<file path="src/verilog/acrb_pkg.sv">
// Constants and carrier types shared by the accelerometer control register bank.
package acrb_pkg;

  // ==========================================================================
  // Register addresses
  localparam logic [6:0] ADDR_EXT_FIRST   = 7'h06;
  localparam logic [6:0] ADDR_EXT_LAST    = 7'h0B;
  localparam logic [6:0] ADDR_MAGNITUDE   = 7'h0C;
  localparam logic [6:0] ADDR_IDENTITY    = 7'h0F;
  localparam logic [6:0] ADDR_RATE_RANGE  = 7'h20;
  localparam logic [6:0] ADDR_SYS_IF      = 7'h21;
  localparam logic [6:0] ADDR_OUT_FIRST   = 7'h28;
  localparam logic [6:0] ADDR_OUT_LAST    = 7'h2D;
  localparam logic [6:0] ADDR_ADV_FIRST   = 7'h2B;
  localparam logic [6:0] ADDR_ADV_LAST    = 7'h3F;

  // ==========================================================================
  // Field positions and reset values
  localparam int         RR_RATE_LSB       = 4;
  localparam int         RR_RANGE_LSB      = 2;
  localparam int         RR_HF_BIT         = 1;
  localparam int         RR_HOLD_BIT       = 0;
  localparam int         SI_REBOOT_BIT     = 7;
  localparam int         SI_SOFT_RESET_BIT = 6;
  localparam int         SI_ADV_BIT        = 4;
  localparam int         SI_FILTER_BIT     = 3;
  localparam int         SI_AUTO_INC_BIT   = 2;
  localparam int         SI_I2C_DIS_BIT    = 1;
  localparam int         SI_THREE_WIRE_BIT = 0;
  localparam logic [7:0] RATE_RANGE_RESET  = 8'h00;
  localparam logic [7:0] SYS_IF_RESET      = 8'h04;

  // ==========================================================================
  // Mode decode tables, rates in tenths of a hertz
  localparam logic [3:0] RATE_POWER_DOWN = 4'h0;
  localparam logic [3:0] RATE_HF_FIRST   = 4'h5;
  localparam logic [4:0] RES_LOW_POWER   = 5'h0A;
  localparam logic [4:0] RES_HIGH_FREQ   = 5'h0C;
  localparam logic [4:0] RES_HIGH_RES    = 5'h0E;
  localparam logic [15:0] LP_RATE_DHZ [8] = '{16'h000A, 16'h007D, 16'h00FA, 16'h01F4,
                                              16'h03E8, 16'h07D0, 16'h0FA0, 16'h1F40};
  localparam logic [15:0] HR_RATE_DHZ [8] = '{16'h0000, 16'h007D, 16'h00FA, 16'h01F4,
                                              16'h03E8, 16'h07D0, 16'h0FA0, 16'h1F40};
  localparam logic [15:0] HF_RATE_DHZ [8] = '{16'h0000, 16'h0000, 16'h0000, 16'h0000,
                                              16'h0000, 16'h3E80, 16'h7D00, 16'hFA00};
  localparam logic [4:0]  RANGE_G [4]     = '{5'h02, 5'h10, 5'h04, 5'h08};

  // ==========================================================================
  // Serial framing
  localparam logic [2:0] BIT_LAST = 3'h7;

  // ==========================================================================
  // Types
  typedef enum logic [1:0] {
    power_down_mode,
    low_power_mode,
    high_resolution_mode,
    high_frequency_mode
  } acrb_mode_t;

  typedef struct packed {
    logic [15:0] x;
    logic [15:0] y;
    logic [15:0] z;
  } acrb_sample_t;

  typedef struct packed {
    logic       rd;
    logic       wr;
    logic [6:0] addr;
    logic [7:0] wdata;
  } acrb_access_t;

  typedef struct packed {
    acrb_mode_t  mode;
    logic [4:0]  resolution;
    logic [15:0] rate_dhz;
    logic [4:0]  range_g;
  } acrb_config_t;

endpackage : acrb_pkg

</file>
<file path="src/verilog/acrb_spi_port.sv">
// Serial register port: frames SPI commands into register accesses.
`timescale 1ns/10ps

module acrb_spi_port (
  input  wire logic                   clk_i,
  input  wire logic                   rst_b_i,
  input  wire logic                   sck_i,
  input  wire logic                   cs_b_i,
  input  wire logic                   sdi_i,
  input  wire logic                   three_wire_i,
  input  wire logic                   auto_inc_i,
  input  wire logic [7:0]             rd_data_i,
  output logic                        sdo_o,
  output logic                        sdo_oe_o,
  output logic                        sdio_o,
  output logic                        sdio_oe_o,
  output acrb_pkg::acrb_access_t      access_o
);

  logic       sck_q;
  logic       in_data;
  logic       is_read;
  logic       out_bit;
  logic [2:0] bit_cnt;
  logic [6:0] addr;
  logic [6:0] addr_inc;
  logic [7:0] shift_in;
  logic [7:0] shift_next;
  logic [7:0] shift_out;
  logic       rise;
  logic       fall;
  logic       byte_end;
  logic       cmd_end;
  logic       data_end;
  logic       drive;

  // ==========================================================================
  // Edge detection and framing
  assign rise       = !cs_b_i && sck_i && !sck_q;
  assign fall       = !cs_b_i && !sck_i && sck_q;
  assign shift_next = {shift_in[6:0], sdi_i};
  assign byte_end   = rise && (bit_cnt == acrb_pkg::BIT_LAST);
  assign cmd_end    = byte_end && !in_data;
  assign data_end   = byte_end && in_data;
  assign addr_inc   = auto_inc_i ? addr + 7'h01 : addr;

  always_ff @(posedge clk_i)
  begin
    if (!rst_b_i)
      sck_q <= 1'b1;
    else
      sck_q <= sck_i;
  end

  always_ff @(posedge clk_i)
  begin
    if (!rst_b_i || cs_b_i)
    begin
      bit_cnt  <= 3'h0;
      in_data  <= 1'b0;
      is_read  <= 1'b0;
      shift_in <= 8'h00;
      addr     <= 7'h00;
    end
    else if (rise)
    begin
      bit_cnt  <= bit_cnt + 3'h1;
      shift_in <= shift_next;
      if (cmd_end)
      begin
        in_data <= 1'b1;
        is_read <= shift_next[7];
        addr    <= shift_next[6:0];
      end
      else if (data_end)
        addr <= addr_inc;
    end
  end

  // ==========================================================================
  // Access strobes, one cycle after the closing edge of a byte
  always_ff @(posedge clk_i)
  begin
    if (!rst_b_i)
      access_o <= '0;
    else
    begin
      access_o.rd    <= (cmd_end && shift_next[7]) || (data_end && is_read);
      access_o.wr    <= data_end && !is_read;
      access_o.addr  <= cmd_end ? shift_next[6:0] : (is_read ? addr_inc : addr);
      access_o.wdata <= shift_next;
    end
  end

  // Read data leave most significant bit first, changed on falling edges.
  always_ff @(posedge clk_i)
  begin
    if (!rst_b_i || cs_b_i)
    begin
      shift_out <= 8'h00;
      out_bit   <= 1'b0;
    end
    else if (access_o.rd)
      shift_out <= rd_data_i;
    else if (fall && in_data && is_read)
    begin
      out_bit   <= shift_out[7];
      shift_out <= {shift_out[6:0], 1'b0};
    end
  end

  assign drive     = !cs_b_i && in_data && is_read;
  assign sdo_oe_o  = drive && !three_wire_i;
  assign sdio_oe_o = drive && three_wire_i;
  assign sdo_o     = out_bit;
  assign sdio_o    = out_bit;
endmodule : acrb_spi_port

</file>
<file path="src/verilog/acrb_register_bank.sv">
// Basic register bank of a three-axis accelerometer, reached over SPI.
`timescale 1ns/10ps

// Function
// - Calibration reloads at power-up; host leaves it.
// - Six external sensor bytes at 06h-0Bh.
// - Read-only magnitude byte at 0Ch, resets zero.
// - Fixed identity at 0Fh, writes ignored.
// - Rate, range, high-frequency, hold fields, reset zero.
// - Range codes map to 2, 16, 4, 8 g.
// - Rate code zero powers down, no samples.
// - Codes 1000-1111 low power, ten bits.
// - Codes 0101-0111: high-frequency bit picks mode.
// - Hold clear: outputs follow every sample.
// - Hold set: pair frozen until both read; auto-increment look-ahead reads count.
// - Reboot bit reloads trimming; rate-range settings are kept.
// - Soft reset restores control defaults, self-clears.
// - Advanced bank: only 2Bh-3Fh writable.
// - Filter select picks high-pass data.
// - Auto-increment advances address per byte.
// - I2C disable leaves only SPI usable.
// - Three-wire bit selects SPI wiring.
// - Read frame: flag, address, data MSB first.
module acrb_register_bank #(
  parameter logic [7:0] IDENTITY_CODE = 8'h5A  // Arbitrary value.
) (
  input  wire logic                   clk_i,
  input  wire logic                   rst_b_i,
  input  wire logic                   spi_sck_i,
  input  wire logic                   spi_cs_b_i,
  input  wire logic                   spi_sdi_i,
  output logic                        spi_sdo_o,
  output logic                        spi_sdo_oe_o,
  output logic                        spi_sdio_o,
  output logic                        spi_sdio_oe_o,
  input  wire acrb_pkg::acrb_sample_t raw_sample_i,
  input  wire acrb_pkg::acrb_sample_t filtered_sample_i,
  input  wire logic                   sample_valid_i,
  input  wire logic [7:0]             magnitude_i,
  input  wire logic [5:0][7:0]        ext_bytes_i,
  input  wire logic                   ext_valid_i,
  input  wire logic [7:0]             adv_rdata_i,
  input  wire logic                   adv_bank_clear_i,
  output acrb_pkg::acrb_access_t      adv_access_o,
  output logic                        boot_load_o,
  input  wire logic                   boot_done_i,
  output logic                        i2c_enable_o,
  output logic                        filter_select_o,
  output acrb_pkg::acrb_config_t      config_o
);

  acrb_pkg::acrb_access_t acc;
  acrb_pkg::acrb_sample_t latest;
  acrb_pkg::acrb_sample_t sel_sample;
  logic [7:0]             rate_range_control;
  logic [7:0]             system_interface_control;
  logic [4:0]             sys_bits;
  logic                   reboot_req;
  logic                   power_up_boot;
  logic [5:0][7:0]        ext_reg;
  logic [7:0]             magnitude_value;
  logic [15:0]            out_axis [3];
  logic [15:0]            latest_axis [3];
  logic [7:0]             read_data;
  logic [6:0]             ext_off;
  logic [6:0]             out_off;
  logic [3:0]             rate_code;
  logic                   adv_on;
  logic                   adv_window;
  logic                   ctrl_wr;
  logic                   rr_wr;
  logic                   si_wr;
  logic                   soft_reset_hit;
  logic                   reboot_write;
  logic                   hold;
  logic                   power_down;
  logic                   sample_take;
  logic                   out_rd;

  // ==========================================================================
  // Serial port
  acrb_spi_port u_spi (
    .clk_i        (clk_i),
    .rst_b_i      (rst_b_i),
    .sck_i        (spi_sck_i),
    .cs_b_i       (spi_cs_b_i),
    .sdi_i        (spi_sdi_i),
    .three_wire_i (sys_bits[acrb_pkg::SI_THREE_WIRE_BIT]),
    .auto_inc_i   (sys_bits[acrb_pkg::SI_AUTO_INC_BIT]),
    .rd_data_i    (read_data),
    .sdo_o        (spi_sdo_o),
    .sdo_oe_o     (spi_sdo_oe_o),
    .sdio_o       (spi_sdio_o),
    .sdio_oe_o    (spi_sdio_oe_o),
    .access_o     (acc)
  );

  // ==========================================================================
  // Access decode
  assign adv_on     = sys_bits[acrb_pkg::SI_ADV_BIT];
  assign adv_window = adv_on && (acc.addr >= acrb_pkg::ADDR_ADV_FIRST)
                      && (acc.addr <= acrb_pkg::ADDR_ADV_LAST);
  // Writes to reserved, read-only and unmapped addresses simply fall through.
  assign ctrl_wr        = acc.wr && !adv_on;
  assign rr_wr          = ctrl_wr && (acc.addr == acrb_pkg::ADDR_RATE_RANGE);
  assign si_wr          = ctrl_wr && (acc.addr == acrb_pkg::ADDR_SYS_IF);
  assign soft_reset_hit = si_wr && acc.wdata[acrb_pkg::SI_SOFT_RESET_BIT];
  assign reboot_write   = si_wr && acc.wdata[acrb_pkg::SI_REBOOT_BIT];
  assign out_rd         = acc.rd && !adv_window;

  // The advanced bank answers in the same cycle from this combinational view.
  assign adv_access_o = '{rd:    acc.rd && adv_window,
                          wr:    acc.wr && adv_window,
                          addr:  acc.addr,
                          wdata: acc.wdata};

  // ==========================================================================
  // Control registers
  always_ff @(posedge clk_i)
  begin
    if (!rst_b_i || soft_reset_hit)
      rate_range_control <= acrb_pkg::RATE_RANGE_RESET;
    else if (rr_wr)
      rate_range_control <= acc.wdata;
  end

  always_ff @(posedge clk_i)
  begin
    if (!rst_b_i || soft_reset_hit)
      sys_bits <= acrb_pkg::SYS_IF_RESET[4:0];
    else if (si_wr)
      sys_bits <= acc.wdata[4:0];
    else if (adv_bank_clear_i)
      sys_bits[acrb_pkg::SI_ADV_BIT] <= 1'b0;
  end

  // A new reboot request wins over a completion seen in the same cycle.
  always_ff @(posedge clk_i)
  begin
    if (!rst_b_i)
      reboot_req <= 1'b0;
    else if (reboot_write)
      reboot_req <= 1'b1;
    else if (boot_done_i)
      reboot_req <= 1'b0;
  end

  always_ff @(posedge clk_i)
  begin
    if (!rst_b_i)
      power_up_boot <= 1'b1;
    else if (boot_done_i)
      power_up_boot <= 1'b0;
  end

  assign boot_load_o = power_up_boot || reboot_req;
  // Soft reset and the fixed bit five always read back as zero.
  assign system_interface_control = {reboot_req, 1'b0, 1'b0, sys_bits};
  assign i2c_enable_o    = !sys_bits[acrb_pkg::SI_I2C_DIS_BIT];
  assign filter_select_o = sys_bits[acrb_pkg::SI_FILTER_BIT];
  assign hold            = rate_range_control[acrb_pkg::RR_HOLD_BIT];
  assign rate_code       = rate_range_control[acrb_pkg::RR_RATE_LSB +: 4];

  // ==========================================================================
  // Mode decode
  function automatic acrb_pkg::acrb_config_t decode_config(
    input logic [3:0] code,
    input logic       hf,
    input logic [1:0] range
  );
    acrb_pkg::acrb_config_t cfg;
    cfg         = '0;
    cfg.range_g = acrb_pkg::RANGE_G[range];
    if (code == acrb_pkg::RATE_POWER_DOWN)
      cfg.mode = acrb_pkg::power_down_mode;
    else if (code[3])
    begin
      cfg.mode       = acrb_pkg::low_power_mode;
      cfg.resolution = acrb_pkg::RES_LOW_POWER;
      cfg.rate_dhz   = acrb_pkg::LP_RATE_DHZ[code[2:0]];
    end
    else if (hf && (code >= acrb_pkg::RATE_HF_FIRST))
    begin
      cfg.mode       = acrb_pkg::high_frequency_mode;
      cfg.resolution = acrb_pkg::RES_HIGH_FREQ;
      cfg.rate_dhz   = acrb_pkg::HF_RATE_DHZ[code[2:0]];
    end
    else
    begin
      cfg.mode       = acrb_pkg::high_resolution_mode;
      cfg.resolution = acrb_pkg::RES_HIGH_RES;
      cfg.rate_dhz   = acrb_pkg::HR_RATE_DHZ[code[2:0]];
    end
    return cfg;
  endfunction : decode_config

  always_ff @(posedge clk_i)
  begin
    if (!rst_b_i)
      config_o <= '0;
    else
      config_o <= decode_config(rate_code, rate_range_control[acrb_pkg::RR_HF_BIT],
                                rate_range_control[acrb_pkg::RR_RANGE_LSB +: 2]);
  end

  // ==========================================================================
  // Sample capture
  assign power_down  = (rate_code == acrb_pkg::RATE_POWER_DOWN);
  assign sample_take = sample_valid_i && !power_down;
  assign sel_sample  = filter_select_o ? filtered_sample_i : raw_sample_i;

  always_ff @(posedge clk_i)
  begin
    if (!rst_b_i)
      latest <= '0;
    else if (sample_take)
      latest <= sel_sample;
  end

  always_ff @(posedge clk_i)
  begin
    if (!rst_b_i)
      magnitude_value <= 8'h00;
    else if (sample_take)
      magnitude_value <= magnitude_i;
  end

  always_ff @(posedge clk_i)
  begin
    if (!rst_b_i)
      ext_reg <= '0;
    else if (ext_valid_i)
      ext_reg <= ext_bytes_i;
  end

  assign latest_axis = '{latest.x, latest.y, latest.z};

  // ==========================================================================
  // Output pairs with update hold
  for (genvar g = 0; g < 3; g++)
  begin : g_axis
    localparam logic [6:0] LO_ADDR = 7'(acrb_pkg::ADDR_OUT_FIRST + 2 * g);
    logic lo_hit;
    logic hi_hit;
    logic seen_lo;
    logic seen_hi;
    logic freeze;

    assign lo_hit = out_rd && (acc.addr == LO_ADDR);
    assign hi_hit = out_rd && (acc.addr == LO_ADDR + 7'h01);
    // The read cycle itself is frozen too, or the second byte could tear.
    assign freeze = hold && (seen_lo || seen_hi || lo_hit || hi_hit);

    always_ff @(posedge clk_i)
    begin
      if (!rst_b_i || !hold)
      begin
        seen_lo <= 1'b0;
        seen_hi <= 1'b0;
      end
      else if ((seen_lo || lo_hit) && (seen_hi || hi_hit))
      begin
        seen_lo <= 1'b0;
        seen_hi <= 1'b0;
      end
      else
      begin
        if (lo_hit)
          seen_lo <= 1'b1;
        if (hi_hit)
          seen_hi <= 1'b1;
      end
    end

    always_ff @(posedge clk_i)
    begin
      if (!rst_b_i)
        out_axis[g] <= 16'h0000;
      else if (!freeze)
        out_axis[g] <= latest_axis[g];
    end
  end

  // ==========================================================================
  // Read multiplexer; unmapped and reserved addresses read as zero
  assign ext_off = acc.addr - acrb_pkg::ADDR_EXT_FIRST;
  assign out_off = acc.addr - acrb_pkg::ADDR_OUT_FIRST;

  always_comb
  begin
    read_data = 8'h00;
    if (adv_window)
      read_data = adv_rdata_i;
    else if ((acc.addr >= acrb_pkg::ADDR_EXT_FIRST) && (acc.addr <= acrb_pkg::ADDR_EXT_LAST))
      read_data = ext_reg[ext_off[2:0]];
    else if (acc.addr == acrb_pkg::ADDR_MAGNITUDE)
      read_data = magnitude_value;
    else if (acc.addr == acrb_pkg::ADDR_IDENTITY)
      read_data = IDENTITY_CODE;
    else if (acc.addr == acrb_pkg::ADDR_RATE_RANGE)
      read_data = rate_range_control;
    else if (acc.addr == acrb_pkg::ADDR_SYS_IF)
      read_data = system_interface_control;
    else if ((acc.addr >= acrb_pkg::ADDR_OUT_FIRST) && (acc.addr <= acrb_pkg::ADDR_OUT_LAST))
      read_data = out_off[0] ? out_axis[out_off[2:1]][15:8] : out_axis[out_off[2:1]][7:0];
  end
endmodule : acrb_register_bank

</file>
<file path="config.mk">
export PLATFORM = sky130hd
export DESIGN_NAME = acrb_register_bank
export DESIGN_NICKNAME = d
export VERILOG_FILES = /design/src/verilog/acrb_pkg.sv /design/src/verilog/acrb_spi_port.sv /design/src/verilog/acrb_register_bank.sv
export SDC_FILE = /design/constraint.sdc
export NUM_CORES = 1
export LEC_CHECK = 0
export ABC_AREA = 1
export BUFFER_PORTS_ARGS = -buffer_cell sky130_fd_sc_hd__buf_2
export CAP_MARGIN = 20
export CORE_ASPECT_RATIO = 0.9
export CORE_MARGIN = 8
export CORE_UTILIZATION = 40
export CTS_BUF_LIST = sky130_fd_sc_hd__clkbuf_4 sky130_fd_sc_hd__clkbuf_8
export CTS_CLUSTER_SIZE = 20
export DETAILED_ROUTE_END_ITERATION = 12
export PLACE_DENSITY = 0.61
export SYNTH_ARGS = -nofsm -noshare
export SYNTH_HDL_FRONTEND = slang
export SYNTH_SLANG_ARGS = --single-unit
export TNS_END_PERCENT = 30
</file>
<file path="constraint.sdc">
create_clock -name clk_i -period 2.6 [get_ports clk_i]
set_input_delay 0.26 -clock clk_i [delete_from_list [all_inputs] [get_ports clk_i]]
set_output_delay 0.26 -clock clk_i [all_outputs]
set_load 0.01 [all_outputs]
</file>
==> metrics.txt, run 1 <==
# TYPE chip_impl_metric gauge
chip_impl_metric{name="syn_to_final_growth",unit="%"} 27.2
chip_impl_metric{name="floorplan.die.height",unit="µm"} 175
chip_impl_metric{name="die_area",unit="µm²"} 33700
chip_impl_metric{name="finalHoldViolCount",unit=""} 0
chip_impl_metric{name="initial_utilization",unit="%"} 40.3
chip_impl_metric{name="path_max_fanout",unit=""} 15
chip_impl_metric{name="detail_route.wl_per_cell",unit="µm"} 15.0
chip_impl_metric{name="number_of_i_o_port_buffers",unit=""} 217
chip_impl_metric{name="number_of_placement_rows",unit=""} 58
chip_impl_metric{name="dr.first_iter.drc_count",unit=""} 733
chip_impl_metric{name="drtPass1Iterations",unit=""} 5
chip_impl_info{name="tritoncts_clock_tree",value="done"} 1
chip_impl_metric{name="timing.critical_path.required",unit="ns"} 2.34
chip_impl_metric{name="post_synth_fa_ha_maj_area_fraction",unit="%"} 1.45
chip_impl_metric{name="post_synth_xor_area_fraction",unit="%"} 0.469
chip_impl_metric{name="fill_cells",unit=""} 2747
chip_impl_metric{name="timing.max_slew.rel_slack",unit="%"} 57.5
chip_impl_metric{name="max_cap_violations",unit=""} 0
chip_impl_metric{name="tritoncts.num_buffers",unit=""} 42
chip_impl_metric{name="dp_cells",unit=""} 2016
chip_impl_metric{name="top_level_ports",unit=""} 221
chip_impl_metric{name="cts_buffer_depth",unit=""} 3
chip_impl_info{name="mostFrequentLayoutCells",value="nor2_1, buf_2, nand2_1, dfxtp_1, inv_1"} 1
chip_impl_metric{name="synth_top_area_share",unit="%"} 34.8
chip_impl_metric{name="clock_sinks",unit=""} 243
chip_impl_metric{name="final-seq-area",unit="µm²"} 5350
chip_impl_info{name="layout.cells.most_common",value="nor2_1"} 1
chip_impl_metric{name="timing.final.setup_violations",unit=""} 0
chip_impl_metric{name="yosys.area_share.simple",unit="%"} 22.4
chip_impl_info{name="timing.hold.worst.class",value="input pin to flip-flop"} 1
chip_impl_metric{name="synthesized_area_divided_by_synthesized_cell_count",unit="µm²"} 7.44
chip_impl_metric{name="multiInputGateArea",unit="µm²"} 4650
chip_impl_metric{name="antenna_found_initial",unit=""} 0
chip_impl_info{name="leading_area_contributor_after_synthesis",value="dfxtp_1"} 1
chip_impl_metric{name="vias_per_cell",unit=""} 4.80
chip_impl_metric{name="die_width",unit="µm"} 192
chip_impl_info{name="grt_setup_unrepaired",value="no"} 1
chip_impl_metric{name="core_area",unit="µm²"} 27800
chip_impl_metric{name="grt_max_degree",unit=""} 112
chip_impl_metric{name="hold-worst-slack",unit="ns"} 0.0181
chip_impl_metric{name="synth_cell_type_count",unit=""} 42
chip_impl_metric{name="layout-drive-gt1-share",unit="%"} 21.6
chip_impl_metric{name="share_clk_of_total_power",unit="%"} 45.8
chip_impl_metric{name="period_minus_slack",unit="ns"} 2.41
chip_impl_metric{name="vdd_drop_max",unit="mV"} 0.254
chip_impl_metric{name="nets",unit=""} 1963
chip_impl_metric{name="antenna_cell_count",unit=""} 0
chip_impl_metric{name="worst_clock_skew",unit="ns"} 0.0232
chip_impl_metric{name="clk-insertion-delay-late",unit="ns"} 0.55
chip_impl_metric{name="totalNegativeSetupSlack",unit="ns"} 0
chip_impl_metric{name="async_reset_ff_share",unit="%"} 0
chip_impl_metric{name="max_clock_freq",unit="MHz"} 415
chip_impl_info{name="crit_type",value="flip-flop to primary output"} 1
chip_impl_info{name="cts-root-buf",value="clkbuf_8"} 1
chip_impl_metric{name="yosysSeqAreaShare",unit="%"} 47.7
chip_impl_metric{name="hpwl",unit="µm"} 23400
chip_impl_metric{name="grt_usage",unit="%"} 18.9
chip_impl_metric{name="vias",unit=""} 10423
chip_impl_metric{name="mappedNetlistArea",unit="µm²"} 11200
chip_impl_metric{name="post_synth_edffs",unit=""} 48
chip_impl_metric{name="drc",unit=""} 0
chip_impl_metric{name="htreeDepth",unit=""} 2
chip_impl_metric{name="sequentialPowerShare",unit="%"} 48.4
chip_impl_metric{name="route.antenna.remaining_nets",unit=""} 0
chip_impl_metric{name="transition_time_at_the_pin_with_the_least_slew_margin",unit="ns"} 0.632
chip_impl_metric{name="reported_net_switching_power",unit="mW"} 1.81
chip_impl_metric{name="stdcell_count",unit=""} 2173
chip_impl_metric{name="timing_max_transition_violations_final",unit=""} 0
chip_impl_info{name="cp-start-kind",value="flip-flop"} 1
chip_impl_metric{name="worst_r2r_path_depth",unit=""} 8
chip_impl_info{name="top_post_synthesis_cells_by_area",value="dfxtp_1, edfxtp_1, a21oi_1"} 1
chip_impl_metric{name="power.density",unit="nW/µm²"} 568
chip_impl_metric{name="part_of_the_power_in_combinational_logic",unit="%"} 5.8
chip_impl_metric{name="arrival",unit="ns"} 2.15
chip_impl_metric{name="final_estimated_routing_congestion_in_global_placement",unit=""} 0.927
chip_impl_metric{name="grt-ovfl-total",unit=""} 0
chip_impl_metric{name="netlist_instances",unit=""} 1507
chip_impl_metric{name="multiplexer_share_of_the_synthesized_area",unit="%"} 0.0893
chip_impl_metric{name="leakagePower",unit="nW"} 6.49
chip_impl_metric{name="fin_total_pwr",unit="mW"} 8.10
chip_impl_info{name="run_status",value="finished clean"} 1
chip_impl_metric{name="hold_depth",unit=""} 3
chip_impl_metric{name="grt_first_pass_wirelength",unit="µm"} 52300
chip_impl_metric{name="cellInternalPower",unit="mW"} 6.29
chip_impl_info{name="dominantRegCellSynth",value="dfxtp_1"} 1
chip_impl_metric{name="synthesis.yosys.warnings",unit=""} 0
chip_impl_info{name="critPathCaptureType",value="primary output"} 1
chip_impl_metric{name="via_count_of_the_first_global_routing_pass",unit=""} 10236
chip_impl_info{name="synth_top_family_by_area",value="simple AND/OR/NAND/NOR gates"} 1
chip_impl_metric{name="post_route_wl",unit="µm"} 32600
chip_impl_metric{name="postSynthRegisterBits",unit=""} 243
chip_impl_metric{name="synth-compound-area-share",unit="%"} 16.9
chip_impl_metric{name="cts.reportedPaths.clkPinSlew",unit="ns"} 0.05
chip_impl_metric{name="final_min_period_over_clock_period",unit="%"} 92.6
chip_impl_metric{name="netSwitchingFraction",unit="%"} 22.4
## worst max-delay path, cell delays in order, from the launching register on
cell      delay [ns]
dfxtp_2         0.44
nand2_4         0.13
inv_6           0.15
nand4_1         0.10
nand3b_1        0.15
nand3_4         0.19
nor2_1          0.26
buf_2           0.18
## final cells by class
cell class              count  share of cell area, %
flip-flops and latches    243                   37.5
multi-input cells         968                   32.6
repair buffers            325                   14.9
inverters                 201                   5.32
clock buffers              58                   5.20
well taps                 360                   3.16
clock inverters            18                   1.22
## metrics by stage
step | util, % | instance area, µm² | setup WS (ns)
after floorplan | - | 11200 | 0.314
after global placement | 45.1 | 12500 | 0.334
after detailed placement | 45.1 | 12500 | 0.236
after CTS | 51.2 | 14200 | 0.0245
after global routing | 51.3 | 14300 | 0.0169
final | 51.3 | 14300 | 0.193
## kinds of logic after synthesis
kind of cell | count (synthesis)
DFF | 243
xor gates and xnor gates | 6
buffers and inverters | 298
muxes | 1
adders and majority gates | 13
other | 1
AOI/OAI and AO/OA | 362
and+or+nand+nor | 583
## routing by layer
layer	track usage (%)	vias to the layer above	wire length (µm)
met5	0	-	0
met4	5.34	0	702
met3	4.15	51	2160
met2	29.4	310	14300
met1	26.0	4645	15400
li1	-	5417	-
## power groups by stage
stage	clock (mW)	sequential [mW]	combinational (mW)
finish	3.71	3.92	0.473
floorplan	0	3.99	0.200
CTS	3.81	3.92	0.475
global placement	0	4.00	0.377
detailed placement	0	4.00	0.380
global route	4.01	3.92	0.534
## path summary, 6_finish.rpt
| kind | start | end | slack (ns) |
|---|---|---|---|
| max | u_spi.access_o[9] | adv_access_o[15] | 0.19 |
| min | filtered_sample_i[33] | latest[33] | 0.02 |
| max reg2reg | u_spi.access_o[12] | out_axis[2][4] | 0.37 |
| min reg2reg | power_up_boot | power_up_boot | 0.44 |
## cell usage after synthesis, drive strengths merged (12+ instances only)
| library cell | n |
|---|---|
| nor2 | 258 |
| nand2 | 217 |
| inv | 197 |
| dfxtp | 195 |
| a21oi | 186 |
| o21ai | 140 |
| nand3 | 65 |
| clkbuf | 56 |
| edfxtp | 48 |
| buf | 41 |
| nand4 | 17 |
| o211ai | 14 |
| ha | 13 |
| or2 | 12 |
## repair_timing
item | 4_1_cts | 5_1_grt
gates resized for setup | 2 | 6
hold buffers | 78 | 0
endpoints found under the setup margin | 2 | 10
buffers inserted | 0 | 3
pin swaps | 0 | 2
gates cloned | 0 | 0
hold endpoints to repair | 78 | 0
Note: power is estimated with default switching activity, not from simulation.
==> inputs of run 2 (changes only) <==
--- a/config.mk
+++ b/config.mk
@@ -8,7 +8,7 @@
 export ABC_AREA = 1
 export BUFFER_PORTS_ARGS = -buffer_cell sky130_fd_sc_hd__buf_2
 export CAP_MARGIN = 20
-export CORE_ASPECT_RATIO = 0.9
+export CORE_ASPECT_RATIO = 1.2
 export CORE_MARGIN = 8
 export CORE_UTILIZATION = 40
 export CTS_BUF_LIST = sky130_fd_sc_hd__clkbuf_4 sky130_fd_sc_hd__clkbuf_8
==> run 2 against run 1 <==
Compared with the run above:
- count of clock-buffer cells in the layout rose by 3
- clock power is 4% lower
- register-to-register slack got worse by 0.06 ns
- first-iteration DRC count fell by 15%
- final area fell by 1.6%
- flip-flop and latch count unchanged
- combinational power decreased by 5.1%
- wire length shrank 1.6%
- die area about the same
- sequential power about the same
- fmax down 3.0%
- final cell count fell by 0.14%
- critical endpoint unchanged
==> metrics.txt, run 2 (synthesis gave the netlist of run 1 again) <==
# TYPE chip_impl_metric gauge
chip_impl_info{name="cp-start-kind",value="flip-flop"} 1
chip_impl_info{name="layout.cells.most_common",value="nor2_1"} 1
chip_impl_metric{name="timing_max_transition_violations_final",unit=""} 0
chip_impl_metric{name="initial_utilization",unit="%"} 40.4
chip_impl_metric{name="fin_total_pwr",unit="mW"} 7.92
chip_impl_metric{name="netSwitchingFraction",unit="%"} 22.0
chip_impl_metric{name="worst_clock_skew",unit="ns"} 0.0304
chip_impl_metric{name="transition_time_at_the_pin_with_the_least_slew_margin",unit="ns"} 0.818
chip_impl_metric{name="timing.critical_path.required",unit="ns"} 2.34
chip_impl_metric{name="layout-drive-gt1-share",unit="%"} 21.7
chip_impl_metric{name="fill_cells",unit=""} 2757
chip_impl_metric{name="cellInternalPower",unit="mW"} 6.17
chip_impl_metric{name="drc",unit=""} 0
chip_impl_metric{name="cts_buffer_depth",unit=""} 3
chip_impl_info{name="timing.hold.worst.class",value="input pin to flip-flop"} 1
chip_impl_metric{name="power.density",unit="nW/µm²"} 564
chip_impl_metric{name="top_level_ports",unit=""} 221
chip_impl_metric{name="max_clock_freq",unit="MHz"} 403
chip_impl_metric{name="number_of_i_o_port_buffers",unit=""} 217
chip_impl_info{name="mostFrequentLayoutCells",value="nor2_1, buf_2, nand2_1, dfxtp_1, inv_1"} 1
chip_impl_metric{name="antenna_found_initial",unit=""} 1
chip_impl_metric{name="grt_usage",unit="%"} 18.3
chip_impl_metric{name="max_cap_violations",unit=""} 0
chip_impl_metric{name="clock_sinks",unit=""} 243
chip_impl_metric{name="route.antenna.remaining_nets",unit=""} 0
chip_impl_metric{name="die_area",unit="µm²"} 33700
chip_impl_metric{name="floorplan.die.height",unit="µm"} 199
chip_impl_metric{name="number_of_placement_rows",unit=""} 67
chip_impl_metric{name="finalHoldViolCount",unit=""} 0
chip_impl_metric{name="part_of_the_power_in_combinational_logic",unit="%"} 5.7
chip_impl_metric{name="final_min_period_over_clock_period",unit="%"} 95.5
chip_impl_metric{name="grt-ovfl-total",unit=""} 0
chip_impl_metric{name="vias_per_cell",unit=""} 4.77
chip_impl_metric{name="layout.core_utilization",unit="%"} 50.6
chip_impl_metric{name="hold-worst-slack",unit="ns"} 0.0173
chip_impl_metric{name="die_width",unit="µm"} 169
chip_impl_metric{name="vias",unit=""} 10346
chip_impl_metric{name="grt_first_pass_wirelength",unit="µm"} 49900
chip_impl_metric{name="arrival",unit="ns"} 2.22
chip_impl_info{name="run_status",value="finished clean"} 1
chip_impl_metric{name="leakagePower",unit="nW"} 6.37
chip_impl_info{name="cts-root-buf",value="clkbuf_8"} 1
chip_impl_metric{name="timing.max_slew.rel_slack",unit="%"} 45.4
chip_impl_metric{name="core_area",unit="µm²"} 27700
chip_impl_metric{name="totalNegativeSetupSlack",unit="ns"} 0
chip_impl_metric{name="vdd_drop_max",unit="mV"} 0.255
chip_impl_metric{name="sequentialPowerShare",unit="%"} 49.5
chip_impl_metric{name="grt_max_degree",unit=""} 63
chip_impl_metric{name="share_clk_of_total_power",unit="%"} 44.9
chip_impl_metric{name="path_max_fanout",unit=""} 15
chip_impl_metric{name="cts.reportedPaths.clkPinSlew",unit="ns"} 0.06
chip_impl_info{name="grt_setup_unrepaired",value="no"} 1
chip_impl_metric{name="via_count_of_the_first_global_routing_pass",unit=""} 10085
chip_impl_metric{name="antenna_cell_count",unit=""} 0
chip_impl_metric{name="dr.first_iter.drc_count",unit=""} 620
chip_impl_metric{name="reported_net_switching_power",unit="mW"} 1.74
chip_impl_metric{name="final_estimated_routing_congestion_in_global_placement",unit=""} 0.916
chip_impl_info{name="crit_type",value="flip-flop to primary output"} 1
chip_impl_metric{name="detail_route.wl_per_cell",unit="µm"} 14.8
chip_impl_metric{name="drtPass1Iterations",unit=""} 5
chip_impl_metric{name="hpwl",unit="µm"} 23500
chip_impl_metric{name="htreeDepth",unit=""} 2
chip_impl_metric{name="timing.final.setup_violations",unit=""} 0
chip_impl_info{name="tritoncts_clock_tree",value="done"} 1
chip_impl_info{name="critPathCaptureType",value="primary output"} 1
chip_impl_metric{name="period_minus_slack",unit="ns"} 2.48
chip_impl_metric{name="nets",unit=""} 1946
chip_impl_metric{name="syn_to_final_growth",unit="%"} 25.2
chip_impl_metric{name="post_route_wl",unit="µm"} 32100
chip_impl_metric{name="clk-insertion-delay-late",unit="ns"} 0.54
chip_impl_metric{name="tritoncts.num_buffers",unit=""} 40
[run 2: cell count changes in the layout (fill, tap and decap cells not counted), sizes merged]
| cell | previous run | this run |
|---|---|---|
| buf | 247 | 252 |
| bufinv | 3 | 2 |
| clkbuf | 58 | 61 |
| clkinv | 15 | 6 |
| clkinvlp | 1 | 2 |
| dlygate4sd3 | 78 | 58 |
| inv | 200 | 199 |
[run 2: through the flow]
stage               cells  cell area [µm²]  setup slack, ns
global route         2170            14000          0.00308
global placement     2042            12600            0.369
floorplan            1509            11200            0.314
CTS                  2170            14000           0.0413
finish               2170            14000            0.117
detailed placement   2042            12600            0.232
[run 2: cell type report]
class	instances	area, µm²	share of cell area (%)
inverter	201	757	5.39
multi-input combinational	968	4650	33.1
sequential	243	5350	38.1
clock buffer	61	764	5.44
tap	379	474	3.38
clock inverter	8	93.8	0.668
timing repair buffer	310	1960	13.9
[run 2: timing repair]
| action | in CTS | in global routing |
|---|---|---|
| pin swaps | 1 | 0 |
| endpoints found under the hold margin | 58 | 0 |
| hold buffers | 58 | 0 |
| gates resized for setup | 3 | 1 |
| setup endpoints to repair | 2 | 1 |
| buffers inserted | 1 | 0 |
[run 2: worst max-delay path, stage by stage, from the launching register on]
cell and delay (ns):
dfxtp_1 0.48, nand2_2 0.19, inv_4 0.21, nand3_1 0.15
nand3_2 0.11, nand3_4 0.19, nor2_2 0.20, buf_2 0.16
[run 2: power groups by stage]
stage / combinational, mW / clock [mW] / sequential [mW]
2_1_floorplan: 0.200 / 0 / 3.99
3_3_place_gp: 0.377 / 0 / 3.99
3_5_place_dp: 0.381 / 0 / 4.00
4_1_cts: 0.449 / 3.64 / 3.91
5_1_grt: 0.502 / 3.79 / 3.92
6_report: 0.449 / 3.55 / 3.92
[run 2: metal layers]
metal  track usage [%]  routed length, µm
met4              7.28               1060
met5                 0                 12
met3              3.72               1840
met1              21.8              13700
met2              31.9              15500
[run 2: path summary, 6_finish.rpt]
check,startpoint,end,slack [ns],cells after the start
worst min register to register,magnitude_value[2],magnitude_value[2],0.45,2
worst max-delay path,u_spi.access_o[9],adv_access_o[15],0.12,7
worst max register to register,u_spi.access_o[9],out_axis[2][2],0.31,10
worst min-delay path,magnitude_i[6],magnitude_value[6],0.02,3
